$ cat src/rtl/sbcfs_regs.vh
`ifndef SBCFS_REGS_VH
`define SBCFS_REGS_VH

// Clock and derived timebase
`define SBCFS_CLK_KHZ 10000
`define SBCFS_TICK_NS 100000
`define SBCFS_TICK_CYC ((`SBCFS_TICK_NS * `SBCFS_CLK_KHZ) / 1000000)

// Wake filter time and cycles
`define SBCFS_FILT_NS 16000
`define SBCFS_FILT_CYC ((`SBCFS_FILT_NS * `SBCFS_CLK_KHZ) / 1000000)

// Fail-safe dwell and thermal restart delay
`define SBCFS_DWELL_MS 100
`define SBCFS_DWELL_TICKS ((`SBCFS_DWELL_MS * 1000000) / `SBCFS_TICK_NS)
`define SBCFS_THERMAL_SHUTDOWN_LEVEL_TWO_MS 1000
`define SBCFS_THERMAL_SHUTDOWN_LEVEL_TWO_TICKS ((`SBCFS_THERMAL_SHUTDOWN_LEVEL_TWO_MS * 1000000) / `SBCFS_TICK_NS)

// Debug strap high limit
`define SBCFS_STRAP_LIMIT_CYC 16

// Timer periods in ticks
`define SBCFS_PER_10MS 15'h0064
`define SBCFS_PER_20MS 15'h00C8
`define SBCFS_PER_50MS 15'h01F4
`define SBCFS_PER_100MS 15'h03E8
`define SBCFS_PER_200MS 15'h07D0
`define SBCFS_PER_1S 15'h2710
`define SBCFS_PER_2S 15'h4E20

// Timer on-times in ticks
`define SBCFS_ON_0P1MS 15'h0001
`define SBCFS_ON_0P3MS 15'h0003
`define SBCFS_ON_1MS 15'h000A
`define SBCFS_ON_10MS 15'h0064
`define SBCFS_ON_20MS 15'h00C8
`define SBCFS_ON_OFF_LOW 3'h5
`define SBCFS_ON_OFF_HIGH 3'h6

// Operating modes from the mode controller
`define SBCFS_MODE_INIT 2'h0
`define SBCFS_MODE_NORMAL 2'h1
`define SBCFS_MODE_STOP 2'h2
`define SBCFS_MODE_SLEEP 2'h3

// Status encodings
`define SBCFS_DEVST_NONE 2'h0
`define SBCFS_DEVST_FS 2'h1
`define SBCFS_WDERR_ONE 2'h1
`define SBCFS_WDERR_TWO 2'h2

`endif

$ cat src/rtl/sbcfs_ptimer.v
`include "sbcfs_regs.vh"

module sbcfs_ptimer #(
    parameter CW = 15
) (
    input wire clk,
    input wire rst_n,
    input wire tick,
    input wire run_en,
    input wire wr,
    input wire [2:0] per_sel,
    input wire [2:0] on_sel,
    output reg hs_lvl,
    output reg on_end,
    output reg on_err
);
    localparam [CW-1:0] ONE = {{(CW-1){1'b0}}, 1'b1};

    reg [CW-1:0] per_ff;
    reg [CW-1:0] on_ff;
    reg [CW-1:0] cnt_ff;
    reg run_ff;

    function [CW-1:0] per_ticks;
        input [2:0] sel;
        begin
            case (sel)
                3'h0: per_ticks = `SBCFS_PER_10MS;
                3'h1: per_ticks = `SBCFS_PER_20MS;
                3'h2: per_ticks = `SBCFS_PER_50MS;
                3'h3: per_ticks = `SBCFS_PER_100MS;
                3'h4: per_ticks = `SBCFS_PER_200MS;
                3'h5: per_ticks = `SBCFS_PER_1S;
                3'h6: per_ticks = `SBCFS_PER_2S;
                default: per_ticks = {CW{1'b0}};
            endcase
        end
    endfunction

    function [CW-1:0] on_ticks;
        input [2:0] sel;
        begin
            case (sel)
                3'h0: on_ticks = `SBCFS_ON_0P1MS;
                3'h1: on_ticks = `SBCFS_ON_0P3MS;
                3'h2: on_ticks = `SBCFS_ON_1MS;
                3'h3: on_ticks = `SBCFS_ON_10MS;
                3'h4: on_ticks = `SBCFS_ON_20MS;
                default: on_ticks = {CW{1'b0}};
            endcase
        end
    endfunction

    always @(posedge clk) begin
        if (!rst_n) begin
            per_ff <= {CW{1'b0}};
            on_ff <= {CW{1'b0}};
            cnt_ff <= {CW{1'b0}};
            run_ff <= 1'b0;
            hs_lvl <= 1'b0;
            on_end <= 1'b0;
            on_err <= 1'b0;
        end else begin
            on_end <= 1'b0;
            on_err <= 1'b0;
            if (!run_en) begin
                run_ff <= 1'b0;
                hs_lvl <= 1'b0;
                cnt_ff <= {CW{1'b0}};
            end else if (wr) begin
                per_ff <= per_ticks(per_sel);
                on_ff <= on_ticks(on_sel);
                cnt_ff <= {CW{1'b0}};
                // Start on on-time write, off selections set idle level
                run_ff <= (on_ticks(on_sel) != {CW{1'b0}}) &&
                          (per_ticks(per_sel) != {CW{1'b0}});
                hs_lvl <= (on_ticks(on_sel) != {CW{1'b0}}) ||
                          (on_sel == `SBCFS_ON_OFF_HIGH);
                on_err <= on_ticks(on_sel) > per_ticks(per_sel);
            end else if (run_ff && tick) begin
                if (cnt_ff == on_ff - ONE) begin
                    hs_lvl <= 1'b0;
                    on_end <= 1'b1;
                end
                if (cnt_ff == per_ff - ONE) begin
                    cnt_ff <= {CW{1'b0}};
                    hs_lvl <= 1'b1;
                end else begin
                    cnt_ff <= cnt_ff + ONE;
                end
            end
        end
    end
endmodule // sbcfs_ptimer

$ cat src/rtl/sbcfs_top.v
`include "sbcfs_regs.vh"

module sbcfs_top #(
    parameter TICK_CYC = `SBCFS_TICK_CYC,
    parameter DWELL_TICKS = `SBCFS_DWELL_TICKS,
    parameter THERMAL_SHUTDOWN_LEVEL_TWO_TICKS = `SBCFS_THERMAL_SHUTDOWN_LEVEL_TWO_TICKS,
    parameter STRAP_LIMIT = `SBCFS_STRAP_LIMIT_CYC
) (
    input wire SYS_CLK,
    input wire RST_N,
    input wire [1:0] MODE_IN,
    input wire THERMAL_SHUTDOWN_LEVEL_TWO,
    input wire PRIMARY_SHORT,
    input wire PRIMARY_OV,
    input wire PRIMARY_UV_EVENT,
    input wire BATTERY_UV,
    input wire WATCHDOG_ERROR_FIELD_EVENT,
    input wire WD_TRIGGER_OK,
    input wire SUPPLY_OVERVOLTAGE_RESET_ENABLE,
    input wire CONFIG_POLARITY_SELECT,
    input wire FAIL_COUNT_SELECT,
    input wire WAKE_MEASUREMENT_SELECT,
    input wire BUS_WAKE,
    input wire [2:0] WAKE_INPUTS,
    input wire DEBUG_STRAP_PIN,
    input wire SPI_ANY_CMD,
    input wire CONFIG_WRITE,
    input wire STATUS_CLEAR,
    input wire [2:0] WAKE_FLAGS_CLEAR,
    input wire FAULT_OUT_CLEAR,
    input wire SPI_ERR_CLEAR,
    input wire INT_ACK,
    input wire REG2_REQ,
    input wire REG3_REQ,
    input wire BUS_ON_REQ,
    input wire BUS_WAKE_CFG,
    input wire [2:0] WAKE_SRC_CFG,
    input wire [2:0] WAKE_CYCLIC_EN,
    input wire [2:0] WAKE_TIMER_SEL,
    input wire [1:0] HS_TIMER_MAP,
    input wire [1:0] HS_MANUAL,
    input wire TIMER_A_WR,
    input wire [2:0] TIMER_A_PERIOD,
    input wire [2:0] TIMER_A_ONTIME,
    input wire TIMER_B_WR,
    input wire [2:0] TIMER_B_PERIOD,
    input wire [2:0] TIMER_B_ONTIME,
    output reg FAILSAFE_ACTIVE,
    output reg RESTART_PULSE,
    output reg PRIMARY_REGULATOR_EN,
    output reg SECOND_REGULATOR_EN,
    output reg THIRD_REGULATOR_EN,
    output reg BUS_TRCV_ON,
    output reg BUS_WAKE_CAPABLE,
    output reg [2:0] WAKE_SOURCE_EN,
    output reg STATIC_SENSE_ONLY,
    output reg SPI_ENABLE,
    output reg [1:0] HIGH_SIDE_OUTPUTS,
    output reg [2:0] FAULT_OUTPUT_PINS,
    output reg DEVELOPMENT_MODE,
    output reg INT_N,
    output reg WAKE_REQ,
    output reg FAILURE_FLAG,
    output reg [1:0] DEVICE_STATUS_FIELD,
    output reg [1:0] WATCHDOG_ERROR_FIELD,
    output reg THERMAL_FLAG,
    output reg PRIMARY_UNDERVOLTAGE_FLAG,
    output reg REPEATED_UNDERVOLTAGE_FLAG,
    output reg PRIMARY_OVERVOLTAGE_FLAG,
    output reg PRIMARY_SHORT_FLAG,
    output reg SPI_ERROR_FLAG,
    output reg [2:0] WAKE_FLAGS_REGISTER_ONE,
    output reg [2:0] WAKE_LEVEL_SNAPSHOT
);
    localparam [1:0] ST_RUN = 2'h0;
    localparam [1:0] ST_FS = 2'h1;
    localparam [1:0] ST_RESTART = 2'h2;
    localparam [31:0] FILT_LAST = `SBCFS_FILT_CYC - 1;
    localparam [31:0] TICK_LAST = TICK_CYC - 1;
    localparam [31:0] DWELL_LAST = DWELL_TICKS - 1;
    localparam [31:0] THERMAL_SHUTDOWN_LEVEL_TWO_LAST = THERMAL_SHUTDOWN_LEVEL_TWO_TICKS - 1;
    localparam [31:0] STRAP_LAST = STRAP_LIMIT - 1;

    reg [1:0] st_ff;
    reg [15:0] tick_cnt_ff;
    reg tick_ff;
    reg [15:0] dwell_cnt_ff;
    reg dwell_done_ff;
    reg [15:0] tsd_cnt_ff;
    reg tsd_entry_ff;
    reg wake_pend_ff;
    reg [1:0] uv_cnt_ff;
    reg [1:0] wd_cnt_ff;
    reg [7:0] strap_cnt_ff;
    reg strap_bad_ff;
    reg dev_dflt_ff;

    wire fs = (st_ff == ST_FS);
    wire run = (st_ff == ST_RUN);
    wire norm_stop = (MODE_IN == `SBCFS_MODE_NORMAL) ||
                     (MODE_IN == `SBCFS_MODE_STOP);
    wire in_init = (MODE_IN == `SBCFS_MODE_INIT);

    // Entry causes
    wire uv_count = PRIMARY_UV_EVENT & ~BATTERY_UV;
    wire trg_tsd = THERMAL_SHUTDOWN_LEVEL_TWO;
    wire trg_sc = PRIMARY_SHORT;
    wire trg_ov = PRIMARY_OV & SUPPLY_OVERVOLTAGE_RESET_ENABLE &
                  ~CONFIG_POLARITY_SELECT;
    wire watchdog_error_field = WATCHDOG_ERROR_FIELD_EVENT & ~DEVELOPMENT_MODE;
    wire trg_wd = watchdog_error_field &
                  (FAIL_COUNT_SELECT | (wd_cnt_ff == 2'h1));
    wire trg_uv = uv_count & (uv_cnt_ff == 2'h3);
    wire fs_entry = run & (trg_tsd | trg_sc | trg_ov | trg_wd | trg_uv);
    wire wd_restart = run & watchdog_error_field & ~trg_wd;
    wire fs_exit = fs & ((dwell_done_ff & wake_pend_ff) |
                         (tsd_entry_ff & (tsd_cnt_ff == THERMAL_SHUTDOWN_LEVEL_TWO_LAST[15:0])));

    // Timers
    wire tmr_a_lvl;
    wire tmr_b_lvl;
    wire end_a;
    wire end_b;
    wire err_a;
    wire err_b;

    sbcfs_ptimer #(.CW(15)) u_tmr_a (
        .clk(SYS_CLK),
        .rst_n(RST_N),
        .tick(tick_ff),
        .run_en(~fs),
        .wr(TIMER_A_WR),
        .per_sel(TIMER_A_PERIOD),
        .on_sel(TIMER_A_ONTIME),
        .hs_lvl(tmr_a_lvl),
        .on_end(end_a),
        .on_err(err_a)
    );

    sbcfs_ptimer #(.CW(15)) u_tmr_b (
        .clk(SYS_CLK),
        .rst_n(RST_N),
        .tick(tick_ff),
        .run_en(~fs),
        .wr(TIMER_B_WR),
        .per_sel(TIMER_B_PERIOD),
        .on_sel(TIMER_B_ONTIME),
        .hs_lvl(tmr_b_lvl),
        .on_end(end_b),
        .on_err(err_b)
    );

    // Wake input sensing, static in fail-safe and cyclic otherwise for inputs with WAKE_CYCLIC_EN set
    wire [2:0] wk_ev;
    wire [2:0] wk_done;
    wire [2:0] wk_smp;
    genvar g;
    generate
        for (g = 0; g < 3; g = g + 1) begin : wk
            reg [7:0] fc_ff;
            reg busy_ff;
            reg smp_ff;
            reg ref_ff;
            reg refok_ff;
            reg ev_ff;
            reg done_ff;
            wire src = (g == 2) | ~WAKE_MEASUREMENT_SELECT;
            wire ton_end = WAKE_TIMER_SEL[g] ? end_b : end_a;
            always @(posedge SYS_CLK) begin
                if (!RST_N) begin
                    fc_ff <= 8'h00;
                    busy_ff <= 1'b0;
                    smp_ff <= 1'b0;
                    ref_ff <= 1'b0;
                    refok_ff <= 1'b0;
                    ev_ff <= 1'b0;
                    done_ff <= 1'b0;
                end else begin
                    ev_ff <= 1'b0;
                    done_ff <= 1'b0;
                    if (fs) begin
                        busy_ff <= 1'b0;
                        refok_ff <= 1'b0;
                        if (WAKE_INPUTS[g] == ref_ff) begin
                            fc_ff <= 8'h00;
                        end else if (fc_ff == FILT_LAST[7:0]) begin
                            fc_ff <= 8'h00;
                            ref_ff <= WAKE_INPUTS[g];
                            ev_ff <= src;
                        end else begin
                            fc_ff <= fc_ff + 8'h01;
                        end
                    end else if (WAKE_CYCLIC_EN[g]) begin
                        if (ton_end) begin
                            busy_ff <= 1'b1;
                            smp_ff <= WAKE_INPUTS[g];
                            fc_ff <= 8'h00;
                        end else if (busy_ff) begin
                            if (WAKE_INPUTS[g] != smp_ff) begin
                                busy_ff <= 1'b0;
                            end else if (fc_ff == FILT_LAST[7:0]) begin
                                busy_ff <= 1'b0;
                                done_ff <= 1'b1;
                                refok_ff <= 1'b1;
                                ref_ff <= smp_ff;
                                ev_ff <= refok_ff &
                                         (smp_ff != ref_ff);
                            end else begin
                                fc_ff <= fc_ff + 8'h01;
                            end
                        end
                    end else begin
                        busy_ff <= 1'b0;
                        refok_ff <= 1'b0;
                        ref_ff <= WAKE_INPUTS[g];
                        fc_ff <= 8'h00;
                    end
                end
            end
            assign wk_ev[g] = ev_ff;
            assign wk_done[g] = done_ff;
            assign wk_smp[g] = smp_ff;
        end
    endgenerate

    // Tick divider
    always @(posedge SYS_CLK) begin
        if (!RST_N) begin
            tick_cnt_ff <= 16'h0000;
            tick_ff <= 1'b0;
        end else begin
            tick_ff <= (tick_cnt_ff == TICK_LAST[15:0]);
            if (tick_cnt_ff == TICK_LAST[15:0]) begin
                tick_cnt_ff <= 16'h0000;
            end else begin
                tick_cnt_ff <= tick_cnt_ff + 16'h0001;
            end
        end
    end

    // Mode state and fail-safe timing
    always @(posedge SYS_CLK) begin
        if (!RST_N) begin
            st_ff <= ST_RUN;
            dwell_cnt_ff <= 16'h0000;
            dwell_done_ff <= 1'b0;
            tsd_cnt_ff <= 16'h0000;
            tsd_entry_ff <= 1'b0;
            wake_pend_ff <= 1'b0;
        end else begin
            case (st_ff)
                ST_RUN: begin
                    if (fs_entry) begin
                        st_ff <= ST_FS;
                        dwell_cnt_ff <= 16'h0000;
                        dwell_done_ff <= 1'b0;
                        tsd_cnt_ff <= 16'h0000;
                        tsd_entry_ff <= trg_tsd;
                        wake_pend_ff <= 1'b0;
                    end else if (wd_restart) begin
                        st_ff <= ST_RESTART;
                    end
                end
                ST_FS: begin
                    if (BUS_WAKE | (|wk_ev)) begin
                        wake_pend_ff <= 1'b1;
                    end
                    if (tick_ff && !dwell_done_ff) begin
                        dwell_done_ff <= (dwell_cnt_ff == DWELL_LAST[15:0]);
                        dwell_cnt_ff <= dwell_cnt_ff + 16'h0001;
                    end
                    if (tick_ff && tsd_entry_ff &&
                        tsd_cnt_ff != THERMAL_SHUTDOWN_LEVEL_TWO_LAST[15:0]) begin
                        tsd_cnt_ff <= tsd_cnt_ff + 16'h0001;
                    end
                    if (fs_exit) begin
                        st_ff <= ST_RESTART;
                    end
                end
                ST_RESTART: begin
                    st_ff <= ST_RUN;
                end
                default: begin
                    st_ff <= ST_RUN;
                end
            endcase
        end
    end

    // Failure counters and development mode
    always @(posedge SYS_CLK) begin
        if (!RST_N) begin
            uv_cnt_ff <= 2'h0;
            wd_cnt_ff <= 2'h0;
            strap_cnt_ff <= 8'h00;
            strap_bad_ff <= 1'b0;
            DEVELOPMENT_MODE <= 1'b0;
            dev_dflt_ff <= 1'b0;
        end else begin
            if (fs_entry || (SPI_ANY_CMD && !uv_count)) begin
                uv_cnt_ff <= 2'h0;
            end else if (uv_count && run) begin
                uv_cnt_ff <= uv_cnt_ff + 2'h1;
            end
            if (fs_entry || WD_TRIGGER_OK) begin
                wd_cnt_ff <= 2'h0;
            end else if (watchdog_error_field && run && wd_cnt_ff != 2'h2) begin
                wd_cnt_ff <= wd_cnt_ff + 2'h1;
            end
            if (in_init && DEBUG_STRAP_PIN && !strap_bad_ff) begin
                strap_cnt_ff <= strap_cnt_ff + 8'h01;
                strap_bad_ff <= (strap_cnt_ff == STRAP_LAST[7:0]);
            end else if (!DEBUG_STRAP_PIN) begin
                strap_cnt_ff <= 8'h00;
            end
            if (in_init && SPI_ANY_CMD && !DEBUG_STRAP_PIN &&
                !strap_bad_ff) begin
                DEVELOPMENT_MODE <= 1'b1;
            end
            if (in_init && (DEVELOPMENT_MODE ||
                (!DEBUG_STRAP_PIN && !strap_bad_ff))) begin
                dev_dflt_ff <= 1'b1;
            end else if (CONFIG_WRITE || fs) begin
                dev_dflt_ff <= 1'b0;
            end
        end
    end

    // Status flags, set wins over clear except wake flags on entry
    always @(posedge SYS_CLK) begin
        if (!RST_N) begin
            FAILURE_FLAG <= 1'b0;
            DEVICE_STATUS_FIELD <= `SBCFS_DEVST_NONE;
            WATCHDOG_ERROR_FIELD <= 2'h0;
            THERMAL_FLAG <= 1'b0;
            PRIMARY_UNDERVOLTAGE_FLAG <= 1'b0;
            REPEATED_UNDERVOLTAGE_FLAG <= 1'b0;
            PRIMARY_OVERVOLTAGE_FLAG <= 1'b0;
            PRIMARY_SHORT_FLAG <= 1'b0;
            SPI_ERROR_FLAG <= 1'b0;
            WAKE_FLAGS_REGISTER_ONE <= 3'h0;
            WAKE_LEVEL_SNAPSHOT <= 3'h0;
        end else begin
            FAILURE_FLAG <= fs_entry | (FAILURE_FLAG & ~STATUS_CLEAR);
            if (fs_entry) begin
                DEVICE_STATUS_FIELD <= `SBCFS_DEVST_FS;
            end else if (STATUS_CLEAR) begin
                DEVICE_STATUS_FIELD <= `SBCFS_DEVST_NONE;
            end
            if (watchdog_error_field && run) begin
                WATCHDOG_ERROR_FIELD <= (wd_cnt_ff == 2'h0) ?
                    `SBCFS_WDERR_ONE : `SBCFS_WDERR_TWO;
            end else if (STATUS_CLEAR) begin
                WATCHDOG_ERROR_FIELD <= 2'h0;
            end
            THERMAL_FLAG <= (fs_entry & trg_tsd) |
                            (THERMAL_FLAG & ~STATUS_CLEAR);
            PRIMARY_UNDERVOLTAGE_FLAG <= PRIMARY_UV_EVENT |
                (fs_entry & trg_sc) |
                (PRIMARY_UNDERVOLTAGE_FLAG & ~STATUS_CLEAR);
            REPEATED_UNDERVOLTAGE_FLAG <= (fs_entry & trg_uv) |
                (REPEATED_UNDERVOLTAGE_FLAG & ~STATUS_CLEAR);
            PRIMARY_OVERVOLTAGE_FLAG <= (fs_entry & trg_ov) |
                (PRIMARY_OVERVOLTAGE_FLAG & ~STATUS_CLEAR);
            PRIMARY_SHORT_FLAG <= (fs_entry & trg_sc) |
                (PRIMARY_SHORT_FLAG & ~STATUS_CLEAR);
            SPI_ERROR_FLAG <= err_a | err_b |
                (SPI_ERROR_FLAG & ~SPI_ERR_CLEAR);
            if (fs_entry) begin
                WAKE_FLAGS_REGISTER_ONE <= 3'h0;
            end else begin
                WAKE_FLAGS_REGISTER_ONE <= wk_ev |
                    (WAKE_FLAGS_REGISTER_ONE & ~WAKE_FLAGS_CLEAR);
            end
            if (norm_stop && !fs) begin
                WAKE_LEVEL_SNAPSHOT <= (wk_done & wk_smp) |
                    (~wk_done & WAKE_LEVEL_SNAPSHOT);
            end
        end
    end

    // Outputs
    always @(posedge SYS_CLK) begin
        if (!RST_N) begin
            FAILSAFE_ACTIVE <= 1'b0;
            RESTART_PULSE <= 1'b0;
            PRIMARY_REGULATOR_EN <= 1'b0;
            SECOND_REGULATOR_EN <= 1'b0;
            THIRD_REGULATOR_EN <= 1'b0;
            BUS_TRCV_ON <= 1'b0;
            BUS_WAKE_CAPABLE <= 1'b0;
            WAKE_SOURCE_EN <= 3'h0;
            STATIC_SENSE_ONLY <= 1'b0;
            SPI_ENABLE <= 1'b0;
            HIGH_SIDE_OUTPUTS <= 2'h0;
            FAULT_OUTPUT_PINS <= 3'h0;
            INT_N <= 1'b1;
            WAKE_REQ <= 1'b0;
        end else begin
            FAILSAFE_ACTIVE <= fs;
            RESTART_PULSE <= (st_ff == ST_RESTART);
            PRIMARY_REGULATOR_EN <= run &&
                (MODE_IN != `SBCFS_MODE_SLEEP);
            SECOND_REGULATOR_EN <= run &
                (REG2_REQ | dev_dflt_ff);
            THIRD_REGULATOR_EN <= run & REG3_REQ;
            BUS_TRCV_ON <= run & (BUS_ON_REQ | dev_dflt_ff);
            BUS_WAKE_CAPABLE <= fs | BUS_WAKE_CFG;
            WAKE_SOURCE_EN <= fs ? {1'b1, {2{~WAKE_MEASUREMENT_SELECT}}}
                                 : WAKE_SRC_CFG;
            STATIC_SENSE_ONLY <= fs;
            SPI_ENABLE <= run;
            HIGH_SIDE_OUTPUTS[0] <= run &
                (HS_TIMER_MAP[0] ? tmr_a_lvl : HS_MANUAL[0]);
            HIGH_SIDE_OUTPUTS[1] <= run &
                (HS_TIMER_MAP[1] ? tmr_b_lvl : HS_MANUAL[1]);
            if (fs_entry) begin
                FAULT_OUTPUT_PINS <= 3'h7;
            end else if (FAULT_OUT_CLEAR && !fs) begin
                FAULT_OUTPUT_PINS <= 3'h0;
            end
            if ((|wk_ev) && !fs && norm_stop) begin
                INT_N <= 1'b0;
            end else if (INT_ACK) begin
                INT_N <= 1'b1;
            end
            WAKE_REQ <= (|wk_ev) && !fs &&
                (MODE_IN == `SBCFS_MODE_SLEEP);
        end
    end
endmodule // sbcfs_top

$ cat config.mk
export PLATFORM = sky130hd
export DESIGN_NAME = sbcfs_top
export DESIGN_NICKNAME = d
export VERILOG_FILES = /design/src/rtl/sbcfs_ptimer.v /design/src/rtl/sbcfs_top.v
export VERILOG_INCLUDE_DIRS = /design/src /design/src/rtl
export SDC_FILE = /design/constraint.sdc
export NUM_CORES = 1
export LEC_CHECK = 0
export ABC_AREA = 1
export ABC_CLOCK_PERIOD_IN_PS = 2600
export BUFFER_PORTS_ARGS = -buffer_cell sky130_fd_sc_hd__buf_2
export CAP_MARGIN = 10
export CELL_PAD_IN_SITES_DETAIL_PLACEMENT = 2
export CELL_PAD_IN_SITES_GLOBAL_PLACEMENT = 2
export CORE_MARGIN = 2
export CORE_UTILIZATION = 34
export DETAILED_ROUTE_END_ITERATION = 8
export GPL_TIMING_DRIVEN = 0
export PLACE_DENSITY_LB_ADDON = 0.1
export SYNTH_ARGS = -nofsm -noshare
export SYNTH_HDL_FRONTEND = slang
export SYNTH_SLANG_ARGS = --single-unit
$ cat constraint.sdc
create_clock -name SYS_CLK -period 2.6 [get_ports SYS_CLK]
set_clock_uncertainty 0.1 [all_clocks]
set_input_delay 0.65 -clock SYS_CLK [delete_from_list [all_inputs] [get_ports SYS_CLK]]
set_output_delay 0.65 -clock SYS_CLK [all_outputs]
set_load 0.1 [all_outputs]
# Word-level counts from Yosys, hierarchy flattened
# Index checks and enable logic that the tools add are counted.
# totals
reg_bits,243
in_bits,60
elab_cells,501
# op_classes
order_cmp,2
eq_ne,86
n_mux,147
bitwise,82
add_sub_neg,15
reduce_logical,96
# op_table
cell,n
$mux W15,14
$pmux W15 S7,2
$mux W8,26
$mux W1,86
$pmux W8 S5,2
$pmux W16 S2,2
$eq A15 B15 Y1,4
$reduce_bool A15 Y1,4
$sub A15 B1 Y15 const B,4
$add A16 B1 Y16 const B,3
$mux W16,3
$add A8 B1 Y8 const B,4
$eq A16 B10 Y1 const B,2
$and A1 B1 Y1,31
$add A15 B1 Y15 const B,2
$eq A3 B3 Y1 const B,10
$gt A15 B15 Y1,2
$reduce_and A3 Y1,9
$not A1 Y1,25
$eq A3 B2 Y1 const B,8
$eq A8 B8 Y1 const B,3
$logic_and A1 B1 Y1,24
$ne A2 B1 Y1 const B,12
$ne A4 B4 Y1 const B,6
other kinds (34),140

# Longest topological paths before layout
# depth
ltp_word,9
depth_mapped,17
depth_no_buf,17

# Modules after synthesis
# From an unflattened synthesis, not the netlist that was laid out.
# unflattened
hier_cells,1894
hier_area_um2,12299.3
# modules_own_cells
module,n_inst,area_per_inst_um2,cells_each
sbcfs_top,1,7014.2,1022
sbcfs_ptimer,2,2642.5,436

# Least setup slack after synthesis
# OpenSTA, ideal clock, no wires.
# synth_timing
path_type,register to register
startpoint,register DEVELOPMENT_MODE
endpoint,register dwell_cnt_ff[3]
period_less_slack_ns,2.296
arrival_time_ns,2.138
required_ns,2.442
stages_incl_launch_ff,12
slack_ns,0.304
path_cell_list,dfxtp_1 inv_1 nand2_1 nor2_1 nor3_1 inv_1 nand2_2 inv_1 nor2_4 inv_2 a21oi_1 o21a_1
# synth_via
elab_chain_len,8
# synth_lines
element,line_no,text
start: declaration,sbcfs_top.v:60,"output reg DEVELOPMENT_MODE,"
start signal: assignment,sbcfs_top.v:297,DEVELOPMENT_MODE <= 1'b0;
start signal: assignment,sbcfs_top.v:318,DEVELOPMENT_MODE <= 1'b1;
$not A1 Y1,sbcfs_top.v:110,wire watchdog_error_field = WATCHDOG_ERROR_FIELD_EVENT & ~DEVELOPMENT_MODE;
$and A1 B1 Y1,sbcfs_top.v:110,
$and A1 B1 Y1,sbcfs_top.v:111,wire trg_wd = watchdog_error_field &
$or A1 B1 Y1 (2 in series),sbcfs_top.v:114,wire fs_entry = run & (trg_tsd | trg_sc | trg_ov | trg_wd | trg_uv);
$and A1 B1 Y1,sbcfs_top.v:114,
$ne A2 B1 Y1 (no line),n/a,
$reduce_and A3 Y1 (no line),n/a,
end signal: assignment,sbcfs_top.v:270,dwell_cnt_ff <= dwell_cnt_ff + 16'h0001;
end: declaration,sbcfs_top.v:87,reg [15:0] dwell_cnt_ff;
# No other way between the ends.
# A chain may end at the register's enable or synchronous reset.

# Worst setup path in the final report
# layout_timing
startpoint,register wd_cnt_ff[1]
endpoint,register dwell_cnt_ff[3]
# layout_via
elab_chain_len,8
# layout_lines
element,line_no,text
start: declaration,sbcfs_top.v:93,reg [1:0] wd_cnt_ff;
start signal: assignment,sbcfs_top.v:308,wd_cnt_ff <= wd_cnt_ff + 2'h1;
$eq A2 B1 Y1,sbcfs_top.v:112,(FAIL_COUNT_SELECT | (wd_cnt_ff == 2'h1));
$or A1 B1 Y1,sbcfs_top.v:112,
$and A1 B1 Y1,sbcfs_top.v:111,
$or A1 B1 Y1 (2 in series),sbcfs_top.v:114,
$and A1 B1 Y1,sbcfs_top.v:114,
$ne A2 B1 Y1 (no line),n/a,
$reduce_and A3 Y1 (no line),n/a,
# No other way between the ends.

==> results_dict.tcl <==
set metrics [dict create \
    antenna_found_initial 1 \
    diodes 0 \
    io_buffers 93 \
    worstSetupEndpointType "register" \
    worstRegToRegCells 12 \
    p_leak_nw 5.74 \
    cp_data_required_time_ns 3.00 \
    drcViolationCount 0 \
    netlist.area_leader.share_pct 36.5 \
    cap_violations 0 \
    clk_latency_ns 0.55 \
    startpoint_type "register" \
    drt-vias-per-instance 5.08 \
    final_core_util_pct 39.9 \
    initial_core_util_pct 34.3 \
    wl_per_cell_um 17.7 \
    hp-start "CONFIG_WRITE" \
    drive_gt1_share_pct 11.9 \
    timing.rr.start "wd_cnt_ff[1]$_SDFFE_PP0P_" \
    fin_crit_sh_pct 89.9 \
    ir_drop_v 0.000492 \
    synth-edff-count 0 \
    grt_usage_pct 22.8 \
    cp_slowest_stage_delay_ns 0.35 \
    fp-row-count 68 \
    hold_viol_final 0 \
    postCtsSetupBuffers 0 \
    finalSetupViolCount 0 \
    ctsHoldBuffers 0 \
    crit_fanout 10 \
    status "completed" \
    crit_path_frequent_cell "inv_1" \
    area_growth_syn_to_layout_pct 16.3 \
    syn_inst 1722 \
    die_w_um 190 \
    crit_type "register to register" \
    drtPass1Iterations 4 \
    layout_setup_ws_ns 0.262 \
    fin_crit_ns 2.34 \
    yosys-top-cells-count "nand2_1 (347), nor2_1 (226), inv_1 (225)" \
    syn_area_um2 11800 \
    cts.sinks 215 \
    rsz0062_at_grt "false" \
    cp-endpoint "dwell_cnt_ff[3]$_SDFFE_PN0P_" \
    via_count 11800 \
    critPathArrivalTime_ns 2.74 \
    die_y_um 190 \
    min_path_type "input pin to register" \
    synth_ff_type "dfxtp_1" \
    drtAntennaViolNets 0 \
    ys_seq_elements 215 \
    clkSlewWorstSetupHoldPaths_ns 0.06 \
    r2r-end "dwell_cnt_ff[3]$_SDFFE_PN0P_" \
    numCtsBuffers 27 \
    nets 1933 \
    clock_path_buffers 3 \
    nFillCells 4251 \
    root_buffer "clkbuf_16" \
    synth_warnings 0 \
    grt_pass1_wl_mm 66.4 \
    reg2reg_slack_ns 0.26 \
    cts_tree "built" \
    cpMaxStageDelayCell "dfxtp_1" \
    async_reset_ff_share_pct 0 \
    slew_violations 0 \
    ys_types 56 \
    die_area_um2 36200 \
    gp_congestion 0.864 \
    synthTopCellsByArea "dfxtp_1 (37%), nand2_1 (11%), nor2_1 (7.2%), inv_1 (7.2%), a21oi_1 (5.5%)" \
    htreeDepth 1 \
    coreArea_um2 34400 \
    drt_iter0_markers 329 \
    power_density_nw_per_um2 677 \
    yosysSeqAreaShare_pct 36.5 \
    grt_max_degree 14 \
    post-place-ws_ns -0.270 \
    dpl.hpwl_mm 31.7 \
    crit_chain "inv_1, ha_1, nor2_1, nor2_1, nor3_1, inv_1, nand2_2, inv_1, nor2_4, inv_2, a21oi_1, o21a_1" \
    num_io_pins 97 \
    worstMarginPinSlew_ns 1.06 \
    slew_headroom_pct 29.6 \
    grt_pass1_vias 12800 \
    syn-num-nets 1811 \
    synth_top_area_cell "dfxtp_1" \
    synth_area_per_cell_um2 6.84 \
    finalPower_mw 9.27 \
    routed_wl_mm 41.0 \
    grt_overflow 0 \
    fmax_ghz 0.428 \
    synth_most_common_cell "nand2_1" \
    crit_start "wd_cnt_ff[1]$_SDFFE_PP0P_" \
]
==> cells by family after synthesis <==
kind of cell    Yosys count  synth area share [%]
compound gates          271                  12.6
xor+xnor                 75                  5.58
fa+ha+maj                29                  3.08
other cells               1                0.0318
buf+inv                 274                  9.14
flops                   215                  36.5
mux                       2                 0.170
simple gates            855                  32.9
==> timing repair <==
item / CTS / global route
gates resized for setup: 0 / 1
endpoints found under the setup margin: 0 / 1
endpoints found under the hold margin: 0 / 0
==> power breakdown <==
| part | internal [mW] | switching [mW] |
|---|---|---|
| clock | 2.25 | 1.51 |
| combinational | 0.518 | 1.41 |
| sequential | 3.44 | 0.139 |
==> final cells by class <==
| cell class | instances | area (um2) | share of cell area (%) |
|---|---|---|---|
| multi-input combinational | 1233 | 6400 | 46.7 |
| timing repair buffer | 93 | 465 | 3.40 |
| clock buffer | 40 | 774 | 5.65 |
| sequential | 215 | 4300 | 31.4 |
| clock inverter | 10 | 106 | 0.776 |
| buffer | 38 | 189 | 1.38 |
| inverter | 236 | 888 | 6.48 |
| tap | 455 | 569 | 4.16 |
==> worst max-delay path, delay by kind of cell (launching register included) <==
| family | cells | cell delay, ns |
|---|---|---|
| AND/OR/NAND/NOR | 5 | 0.86 |
| buffers and inverters | 4 | 0.51 |
| flip-flops | 1 | 0.35 |
| AO/OA/AOI/OAI | 2 | 0.30 |
| adder cells (fa/ha/maj) | 1 | 0.18 |
==> flip-flops by register name (all words and copies together), names as in the netlist, 6 cells and up, named ones only <==
| name | count |
|---|---|
| u_tmr_a.cnt_ff | 15 |
| tick_cnt_ff | 16 |
| u_tmr_a.per_ff | 11 |
| strap_cnt_ff | 8 |
| u_tmr_a.on_ff | 6 |
| wk.fc_ff | 24 |
| tsd_cnt_ff | 16 |
| u_tmr_b.per_ff | 11 |
| dwell_cnt_ff | 16 |
| u_tmr_b.cnt_ff | 15 |
| u_tmr_b.on_ff | 6 |
==> through the flow <==
stage          hold slack [ns]  instance area, um2  std cells  setup TNS, ns
2_1_floorplan            0.318               11800       1722              0
3_3_place_gp             0.331               12800       2270          -3.68
3_5_place_dp             0.343               12800       2270          -4.96
4_1_cts                  0.154               13700       2320              0
5_1_grt                  0.178               13700       2320              0
6_report                 0.187               13700       2320              0
==> placed cells by master, fill, tap and decap left out, drive strengths merged, types with 3 or more instances in the layout <==
cell type / n
o31ai: 3
nor4: 16
nor3: 48
xor2: 50
a21oi: 130
a31o: 3
nand2: 363
a31oi: 11
nor3b: 11
o2111ai: 3
nand3b: 4
nand3: 113
o22ai: 3
nand4: 43
nor2: 246
a211oi: 9
ha: 29
clkinv: 10
o21ai: 94
dfxtp: 215
buf: 113
clkbuf: 58
xnor2: 25
inv: 233
or2: 10
==> how the worst min path moves through the flow <==
stage / to / slack [ns] / cells after the start
final: dev_dflt_ff$_SDFFE_PN0P_ / 0.19 / 2
after global routing: wd_cnt_ff[1]$_SDFFE_PP0P_ / 0.18 / 2
after CTS: dev_dflt_ff$_SDFFE_PN0P_ / 0.15 / 2
after detailed placement: tick_cnt_ff[0]$_SDFF_PP0_ / 0.34 / 1
after global placement: tick_cnt_ff[0]$_SDFF_PP0_ / 0.33 / 1
after floorplan: tick_cnt_ff[0]$_SDFF_PP0_ / 0.32 / 1
==> routing by layer <==
| layer | track usage, % | wire length [um] | vias up | share of wire, % |
|---|---|---|---|---|
| met1 | 28.4 | 18800 | 5741 | 46 |
| met4 | 5.52 | 959 | 2 | 2.3 |
| met5 | 0 | 13 | - | 0.032 |
| li1 | - | - | 5847 | - |
| met2 | 41.5 | 20000 | 127 | 49 |
| met3 | 3.12 | 1170 | 57 | 2.9 |
(Power assumes the default switching activity.)
